### src/ufm_consts.svh
// constants of the uart format and modem control block
// assumes inclusion by bare name from the modules that use it
// Summary of operation
// - parity off, or odd, even, forced one, forced zero by two bits
// - stop bits one; or one and a half for 5 bits, else two
// - word length field 00..11 gives 5..8 bits for both directions
// - clock select 0 feeds input clock divided by sixteen to baud generator
// - clock select 1 divides the sixteenth clock by four more
// - infrared enable routes transmit and receive through infrared coding
// - infrared transmit output stays low while no data is sent
// - interrupt type 0 active or three-state, 1 open-source wire-or
// - loop-back cuts data and modem pins and loops them internally
// - receiver and transmitter interrupts keep working in loop-back
// - loop-back modem status comes from lower four control bits, still gated
// - reset clears clock select, infrared, interrupt type and loop-back
// - loop-back ring from aux output one, carrier from aux output two
`ifndef UFM_CONSTS_SVH
`define UFM_CONSTS_SVH

`define UFM_ADDR_W    3
`define UFM_OFS_LFC   3'h3
`define UFM_OFS_MC    3'h4
`define UFM_OFS_MS    3'h6

`define UFM_LFC_WLEN  0
`define UFM_LFC_STOP  2
`define UFM_LFC_PEN   3
`define UFM_LFC_EVEN  4
`define UFM_LFC_STICK 5

`define UFM_MC_DTR    0
`define UFM_MC_RTS    1
`define UFM_MC_AUX1   2
`define UFM_MC_AUX2   3
`define UFM_MC_LOOP   4
`define UFM_MC_ITYPE  5
`define UFM_MC_IREN   6
`define UFM_MC_CLKSEL 7

`define UFM_LFC_RST   8'h00
`define UFM_MC_RST    8'h00

`define UFM_PRE_LAST  4'hf
`define UFM_DIV4_LAST 2'h3
`define UFM_GAP_X1    7'h10
`define UFM_GAP_X4    7'h40

`endif

### src/ufm_pkg.sv
// types shared by the format and modem control block
// assumes the constants header is included by the modules
package ufm_pkg;

  typedef enum logic [1:0]
  {
    UFM_PAR_ODD   = 2'h0,
    UFM_PAR_EVEN  = 2'h1,
    UFM_PAR_MARK  = 2'h2,
    UFM_PAR_SPACE = 2'h3
  } ufm_par_type;

  typedef struct packed
  {
    logic [3:0]  data_bits;
    logic        par_en;
    ufm_par_type par_mode;
    logic [2:0]  stop_half;
  } ufm_fmt_type;

  typedef struct packed
  {
    logic dcd;
    logic ri;
    logic dsr;
    logic cts;
  } ufm_modem_type;

endpackage : ufm_pkg

### src/ufm_ctrl.sv
// uart character format, prescale, infrared routing, interrupt driver
// and loop-back control, with a small register port
// assumes a 100 mhz core clock and pins asynchronous to it
`timescale 1ns/100ps
`include "ufm_consts.svh"
module ufm_ctrl
  import ufm_pkg::*;
(
  input  wire logic                   i_core_clk,
  input  wire logic                   i_reset_n,
  input  wire logic [`UFM_ADDR_W-1:0] i_addr,
  input  wire logic [7:0]             i_wdata,
  input  wire logic                   i_wr,
  input  wire logic                   i_rd,
  output logic      [7:0]             o_rdata,
  input  wire logic                   i_tx_serial,
  input  wire logic [7:0]             i_tx_data,
  input  wire logic [7:0]             i_rx_data,
  input  wire logic                   i_rx_par,
  input  wire logic                   i_int_req,
  input  wire logic                   i_ier_msi,
  input  wire logic                   i_rx_pin,
  input  wire logic                   i_ir_rx_pin,
  input  wire logic                   i_cts_n,
  input  wire logic                   i_dsr_n,
  input  wire logic                   i_dcd_n,
  input  wire logic                   i_ri_n,
  output ufm_fmt_type                 o_fmt,
  output logic                        o_tx_par,
  output logic                        o_rx_par_err,
  output logic                        o_baud_tick,
  output logic                        o_tx_pin,
  output logic                        o_ir_tx,
  output logic                        o_rx_serial,
  output logic                        o_rts_n,
  output logic                        o_dtr_n,
  output ufm_modem_type               o_modem,
  output logic                        o_msi,
  output logic                        o_int_out,
  output logic                        o_int_oe
);

  logic          rst_s1_r;
  logic          rst_n_r;
  logic [7:0]    lfc_r;
  logic [7:0]    mc_r;
  logic [5:0]    pin_s1_r;
  logic [5:0]    pin_s2_r;
  logic [5:0]    pin_s3_r;
  logic [5:0]    pin_r;
  ufm_modem_type modem_nxt;
  logic          loop;
  logic          ir_on;

  // parity bit for the data masked to the word length
  function automatic logic ufm_parity(input logic [7:0] data,
                                      input ufm_fmt_type fmt);
    logic [7:0] mask;
    logic       ones;
    mask = 8'hff >> (4'h8 - fmt.data_bits);
    ones = ^(data & mask);
    unique case (fmt.par_mode)
      UFM_PAR_ODD:   ufm_parity = ~ones;
      UFM_PAR_EVEN:  ufm_parity = ones;
      UFM_PAR_MARK:  ufm_parity = 1'b1;
      UFM_PAR_SPACE: ufm_parity = 1'b0;
    endcase
  endfunction : ufm_parity

  // reset release through two flops
  always_ff @(posedge i_core_clk or negedge i_reset_n)
  begin
    if (!i_reset_n)
    begin
      rst_s1_r <= 1'b0;
      rst_n_r  <= 1'b0;
    end
    else
    begin
      rst_s1_r <= 1'b1;
      rst_n_r  <= rst_s1_r;
    end
  end

  // line format register
  always_ff @(posedge i_core_clk or negedge rst_n_r)
  begin
    if (!rst_n_r)
      lfc_r <= `UFM_LFC_RST;
    else if (i_wr && i_addr == `UFM_OFS_LFC)
      lfc_r <= i_wdata;
  end

  // modem control register
  always_ff @(posedge i_core_clk or negedge rst_n_r)
  begin
    if (!rst_n_r)
      mc_r <= `UFM_MC_RST;
    else if (i_wr && i_addr == `UFM_OFS_MC)
      mc_r <= i_wdata;
  end

  // read port, data one cycle after the strobe
  always_ff @(posedge i_core_clk or negedge rst_n_r)
  begin
    if (!rst_n_r)
      o_rdata <= 8'h00;
    else if (!i_rd)
      o_rdata <= 8'h00;
    else
    begin
      unique case (i_addr)
        `UFM_OFS_LFC: o_rdata <= lfc_r;
        `UFM_OFS_MC:  o_rdata <= mc_r;
        `UFM_OFS_MS:  o_rdata <= {4'h0, o_modem};
        default:      o_rdata <= 8'h00;
      endcase
    end
  end

  // decoded character format
  always_ff @(posedge i_core_clk or negedge rst_n_r)
  begin
    if (!rst_n_r)
    begin
      o_fmt <= '{data_bits: 4'h5, par_en: 1'b0,
                 par_mode: UFM_PAR_ODD, stop_half: 3'h2};
    end
    else
    begin
      o_fmt.data_bits <= {2'h0, lfc_r[`UFM_LFC_WLEN+:2]} + 4'h5;
      o_fmt.par_en    <= lfc_r[`UFM_LFC_PEN];
      o_fmt.par_mode  <= ufm_par_type'({lfc_r[`UFM_LFC_STICK],
                                        lfc_r[`UFM_LFC_EVEN]});
      if (!lfc_r[`UFM_LFC_STOP])
        o_fmt.stop_half <= 3'h2;
      else if (lfc_r[`UFM_LFC_WLEN+:2] == 2'h0)
        o_fmt.stop_half <= 3'h3;
      else
        o_fmt.stop_half <= 3'h4;
    end
  end

  // parity for the transmitter and check for the receiver
  always_ff @(posedge i_core_clk or negedge rst_n_r)
  begin
    if (!rst_n_r)
    begin
      o_tx_par     <= 1'b0;
      o_rx_par_err <= 1'b0;
    end
    else
    begin
      o_tx_par     <= o_fmt.par_en & ufm_parity(i_tx_data, o_fmt);
      o_rx_par_err <= o_fmt.par_en &
                      (i_rx_par != ufm_parity(i_rx_data, o_fmt));
    end
  end

  ufm_prescale u_prescale
  (
    .i_core_clk (i_core_clk),
    .i_rst_n    (rst_n_r),
    .i_div4     (mc_r[`UFM_MC_CLKSEL]),
    .o_tick     (o_baud_tick)
  );

  // pin synchronisers: rx, ir rx, cts, dsr, dcd, ri
  always_ff @(posedge i_core_clk or negedge rst_n_r)
  begin
    if (!rst_n_r)
    begin
      pin_s1_r <= 6'h3d;
      pin_s2_r <= 6'h3d;
      pin_s3_r <= 6'h3d;
      pin_r    <= 6'h3d;
    end
    else
    begin
      pin_s1_r <= {i_ri_n, i_dcd_n, i_dsr_n, i_cts_n, i_ir_rx_pin, i_rx_pin};
      pin_s2_r <= pin_s1_r;
      pin_s3_r <= pin_s2_r;
      pin_r    <= (pin_s2_r & pin_s3_r) | (pin_r & (pin_s2_r | pin_s3_r));
    end
  end

  assign loop  = mc_r[`UFM_MC_LOOP];
  assign ir_on = mc_r[`UFM_MC_IREN] & ~loop;

  // serial data routing
  always_ff @(posedge i_core_clk or negedge rst_n_r)
  begin
    if (!rst_n_r)
    begin
      o_tx_pin    <= 1'b1;
      o_ir_tx     <= 1'b0;
      o_rx_serial <= 1'b1;
    end
    else
    begin
      o_tx_pin <= loop | ir_on | i_tx_serial;
      o_ir_tx  <= ir_on & ~i_tx_serial;
      if (loop)
        o_rx_serial <= i_tx_serial;
      else if (ir_on)
        o_rx_serial <= ~pin_r[1];
      else
        o_rx_serial <= pin_r[0];
    end
  end

  // modem status source
  always_comb
  begin
    if (loop)
    begin
      modem_nxt.cts = mc_r[`UFM_MC_RTS];
      modem_nxt.dsr = mc_r[`UFM_MC_DTR];
      modem_nxt.ri  = mc_r[`UFM_MC_AUX1];
      modem_nxt.dcd = mc_r[`UFM_MC_AUX2];
    end
    else
    begin
      modem_nxt.cts = ~pin_r[2];
      modem_nxt.dsr = ~pin_r[3];
      modem_nxt.ri  = ~pin_r[5];
      modem_nxt.dcd = ~pin_r[4];
    end
  end

  // modem status, change interrupt and modem outputs
  always_ff @(posedge i_core_clk or negedge rst_n_r)
  begin
    if (!rst_n_r)
    begin
      o_modem <= 4'h0;
      o_msi   <= 1'b0;
      o_rts_n <= 1'b1;
      o_dtr_n <= 1'b1;
    end
    else
    begin
      o_modem <= modem_nxt;
      o_msi   <= i_ier_msi & (modem_nxt != o_modem);
      o_rts_n <= loop | ~mc_r[`UFM_MC_RTS];
      o_dtr_n <= loop | ~mc_r[`UFM_MC_DTR];
    end
  end

  // interrupt pin driver; loop-back leaves it untouched
  always_ff @(posedge i_core_clk or negedge rst_n_r)
  begin
    if (!rst_n_r)
    begin
      o_int_out <= 1'b0;
      o_int_oe  <= 1'b0;
    end
    else if (mc_r[`UFM_MC_ITYPE])
    begin
      o_int_out <= 1'b1;
      o_int_oe  <= i_int_req;
    end
    else
    begin
      o_int_out <= i_int_req;
      o_int_oe  <= mc_r[`UFM_MC_AUX2];
    end
  end

  // helper: cycles between baud ticks
  logic [6:0] gap_r;
  logic       seen_r;
  logic       sel_chg_r;
  logic       sel_prev_r;
  logic       sel_diff;

  // select changed since the last edge; spans the tick that opened the gap
  assign sel_diff = mc_r[`UFM_MC_CLKSEL] != sel_prev_r;

  always_ff @(posedge i_core_clk or negedge rst_n_r)
  begin
    if (!rst_n_r)
    begin
      gap_r      <= 7'h0;
      seen_r     <= 1'b0;
      sel_chg_r  <= 1'b0;
      sel_prev_r <= 1'b0;
    end
    else if (o_baud_tick)
    begin
      gap_r      <= 7'h1;
      seen_r     <= 1'b1;
      sel_chg_r  <= sel_diff;
      sel_prev_r <= mc_r[`UFM_MC_CLKSEL];
    end
    else
    begin
      gap_r      <= gap_r + 7'h1;
      sel_chg_r  <= sel_chg_r | sel_diff;
      sel_prev_r <= mc_r[`UFM_MC_CLKSEL];
    end
  end
endmodule : ufm_ctrl

### src/ufm_prescale.sv
// baud prescaler: divide by sixteen, optionally by four more
// assumes a synchronised active-low reset on the core clock
`timescale 1ns/100ps
`include "ufm_consts.svh"
module ufm_prescale
  import ufm_pkg::*;
(
  input  wire logic i_core_clk,
  input  wire logic i_rst_n,
  input  wire logic i_div4,
  output logic      o_tick
);

  logic [3:0] pre_r;
  logic [1:0] div4_r;

  // divide by sixteen
  always_ff @(posedge i_core_clk or negedge i_rst_n)
  begin
    if (!i_rst_n)
      pre_r <= 4'h0;
    else
      pre_r <= pre_r + 4'h1;
  end

  // further divide by four
  always_ff @(posedge i_core_clk or negedge i_rst_n)
  begin
    if (!i_rst_n)
      div4_r <= 2'h0;
    else if (pre_r == `UFM_PRE_LAST)
      div4_r <= div4_r + 2'h1;
  end

  always_ff @(posedge i_core_clk or negedge i_rst_n)
  begin
    if (!i_rst_n)
      o_tick <= 1'b0;
    else if (i_div4)
      o_tick <= (pre_r == `UFM_PRE_LAST) &&
                (div4_r == `UFM_DIV4_LAST);
    else
      o_tick <= (pre_r == `UFM_PRE_LAST);
  end

endmodule : ufm_prescale
### config.mk
export PLATFORM = sky130hd
export DESIGN_NAME = ufm_ctrl
export DESIGN_NICKNAME = d
export VERILOG_FILES = /design/src/ufm_pkg.sv /design/src/ufm_ctrl.sv /design/src/ufm_prescale.sv
export VERILOG_INCLUDE_DIRS = /design/src
export SDC_FILE = /design/constraint.sdc
export NUM_CORES = 1
export LEC_CHECK = 0
export BUFFER_PORTS_ARGS = -buffer_cell sky130_fd_sc_hd__buf_4
export CAP_MARGIN = 20
export CORE_UTILIZATION = 32
export DETAILED_ROUTE_END_ITERATION = 10
export PLACE_DENSITY_LB_ADDON = 0.2
export SETUP_SLACK_MARGIN = 0.2
export SLEW_MARGIN = 10
export SYNTH_ARGS = -nofsm -noshare
export SYNTH_HDL_FRONTEND = slang
export SYNTH_SLANG_ARGS = --single-unit
### constraint.sdc
create_clock -name i_core_clk -period 7.6 [get_ports i_core_clk]
set_clock_uncertainty 0.15 [all_clocks]
set_input_delay 1.9 -clock i_core_clk [delete_from_list [all_inputs] [get_ports i_core_clk]]
set_output_delay 1.9 -clock i_core_clk [all_outputs]
set_load 0.01 [all_outputs]
==> impl_metrics.ini <==
[global_route]
busiest_layer = met2
grt_use_met1 = 0.167
gr-usage-met3 = 0.0274
grt_use_met2 = 0.180
grt.total_usage = 0.122
antenna_found_initial = 0
grt_overflow_total = 0
grt_pass1_vias = 1871
grt_pass1_wl_mm = 9.30
grt_start_max_net_pins = 80

[finish]
n_antenna_cell = 0
final_core_utilization = 0.422
nets = 369
nFillCells = 943
drive_gt1_frac = 0.412
syn_to_final_growth_pct = 28.0

[sta]
tightest_slew_ps = 562
hold_ws_ps = 35.1
finalSetupViolations = 0
finalHoldViolations = 0
relSlewSlack = 0.624
final.setup.tns_ps = 0
rsz0062_at_grt = no
drv_slew = 0
finalCriticalPeriod_ps = 3280
fmax_ghz = 0.304
post-route-period-util = 0.432

[power_and_ir_drop]
vdd_drop_max_v = 0.000103
p_leak_nw = 1.90
power_density_nw_per_um2 = 269

[synthesis]
ys.warnings.count = 0
netlist_area_um2 = 3210
ys_seq_elements = 81
synth_cell_types = 36
synthCells = 239
syn-mean-instance-area_um2 = 13.4
seq_area_frac_synth = 0.642
synth_fp_nets = 288

[worst_setup_path]
path_class = input pin to flip-flop
cp-end-kind = flip-flop
path_max_fanout = 2
critPathLaunchType = input pin
critPathArrivalTime_ps = 3410
crit_required_ps = 7730

[status]
status = complete, no violations

[floorplanning]
die_area_um2 = 10400
die_h_um = 102
io-pin-count = 74
core_um2 = 9730
fp.dieW_um = 102
rows = 36
start_util = 0.330

[clocking]
clkTransAtPathRegs_ps = 80
htree_num_levels = 3
clkSinkCount = 81
clockBufferDepth = 2
tritoncts = yes
clkLatencyLatePin_ps = 350
cts_resized = 0
cts-root-buf = clkbuf_8
cts_buffers = 9
post-cts-setup-buffers = 0
holdBufCountCts = 0

[flow_run]
maxCapViolations = 0

[placed_design]
port_buffers = 73
gp_congestion = 0.797
dp_hpwl_mm = 4.50

[drt]
routed_wl_mm = 6.07
drt_iter0_drc = 81
via_per_inst = 4.27
drc = 0
wl_per_cell_um = 13.3
drt_first_pass_iters = 4
detail-route-antenna-nets = 0
num_vias = 1956

[min_path]
min_path_type = flip-flop to async pin
==> cell usage after synthesis <==
cell type  instances  area [µm²]
nand3_1            3        15.0
and3b_1            1        8.76
xnor3_1            2        45.0
and2_1             2        12.5
nor3b_2            1        12.5
o22ai_1            1        6.26
or3_1              3        18.8
and2b_2            1        8.76
a21boi_1           1        7.51
xnor2_1            9        78.8
o41a_1             1        11.3
nor3b_1            3        22.5
nand2_1           12        45.0
and3_1             1        6.26
nor3_1             1        5.00
or4_1              1        7.51
or2_2              1        6.26
conb_1             1        3.75
nor2_1             6        22.5
mux2_2            13         146
a21oi_1            7        35.0
o21ai_0           10        50.1
mux2i_1           10         100
nand2b_1           7        43.8
dfstp_2           27         709
a22oi_1            3        22.5
buf_6              1        11.3
maj3_1             6        60.1
ha_1               8         100
nor2b_1           14        87.6
o211ai_1           1        7.51
inv_1             16        60.1
xor2_1             7        61.3
o221ai_1           1        8.76
clkbuf_1           3        11.3
dfrtp_1           54        1350
==> registers in the layout, summed over array words and instances, names as in the netlist, 2 cells and up <==
register           flops
pin_r                  6
mc_r                   8
pin_s1_r               6
o_rdata                8
o_fmt                 10
lfc_r                  8
o_modem                4
pin_s3_r               6
pin_s2_r               6
u_prescale.pre_r       4
u_prescale.div4_r      2
==> layout by cell type, fill, tap and decap left out, types with 6 or more instances in the layout <==
master and count:
mux2i_1 10, clkbuf_8 9, ha_1 8, dfrtp_1 53, xnor2_1 9, buf_4 73
nor2b_1 14, nand2_1 12, nand2b_1 7, inv_1 16, o21ai_0 10, a21oi_1 7
maj3_1 6, nor2_1 6, mux2_2 13, dfstp_2 27, xor2_1 7
==> kinds of logic (layout without fill, tap and decap cells) <==
logic type / after synthesis / in the layout / share of synthesized area
XOR/XNOR: 18 / 18 / 0.0577
AO/OA/AOI/OAI: 25 / 25 / 0.0464
other: 1 / 1 / 0.00117
adder cells (fa/ha/maj): 14 / 14 / 0.0499
flip-flops: 81 / 81 / 0.642
AND/OR/NAND/NOR: 57 / 57 / 0.101
buffers and inverters: 20 / 106 / 0.0257
multiplexers: 23 / 23 / 0.0768
==> worst max-delay path: stages <==
cell and delay [ps]:
buf_4 70, nor2b_1 140, mux2i_1 200, xnor3_1 420
xor2_1 190, or3_1 360, a21boi_1 140
==> layout make-up <==
| cell class | instances | area, µm² | share of cell area |
|---|---|---|---|
| Clock buffer | 9 | 124 | 0.0301 |
| Clock inverter | 7 | 52.6 | 0.0128 |
| Inverter | 16 | 60.1 | 0.0146 |
| Multi-Input combinational cell | 138 | 1070 | 0.260 |
| Sequential cell | 81 | 2060 | 0.502 |
| Tap cell | 133 | 166 | 0.0405 |
| Timing Repair Buffer | 74 | 576 | 0.140 |
==> layer usage <==
layer  up-vias  routed length, µm
met2        55               2740
met4         0                128
li1        955                  -
met3        12                329
met1       934               2870
met5         -                  0
==> worst paths after layout <==
kind / startpoint / endpoint / slack [ps] / cells after the start
min: rst_n_r$_DFF_PN0_ / o_fmt[2]$_DFF_PN0_ / 40 / 0
min reg2reg: rst_n_r$_DFF_PN0_ / o_fmt[2]$_DFF_PN0_ / 40 / 0
max reg2reg: o_fmt[6]$_DFF_PN1_ / o_rx_par_err$_DFF_PN0_ / 4660 / 9
max: i_rx_data[5] / o_rx_par_err$_DFF_PN0_ / 4320 / 7
max in group asynchronous: i_reset_n / rst_n_r$_DFF_PN0_ / 6040 / 1
min in group i_core_clk: pin_s1_r[1]$_DFF_PN0_ / pin_s2_r[1]$_DFF_PN0_ / 210 / 0
==> report_power, final <==
group | internal, W | switching, W
combinational | 0.000149 | 0.000128
clock | 0.000121 | 0.000162
sequential | 0.000502 | 0.0000457
total | 0.000773 | 0.000335
==> per-stage QoR <==
| stage | setup slack, ps | power, W | instances | instance area, µm² |
|---|---|---|---|---|
| final | 4320 | 0.00111 | 458 | 4110 |
| after global routing | 4260 | 0.00117 | 458 | 4110 |
| after CTS | 4320 | 0.00112 | 457 | 4080 |
| after detailed placement | 3940 | 0.000836 | 441 | 3910 |
| after global placement | 3990 | 0.000831 | 441 | 3910 |
| after floorplan | 4060 | 0.000722 | 239 | 3210 |
Power figures use the tool's default switching activity.
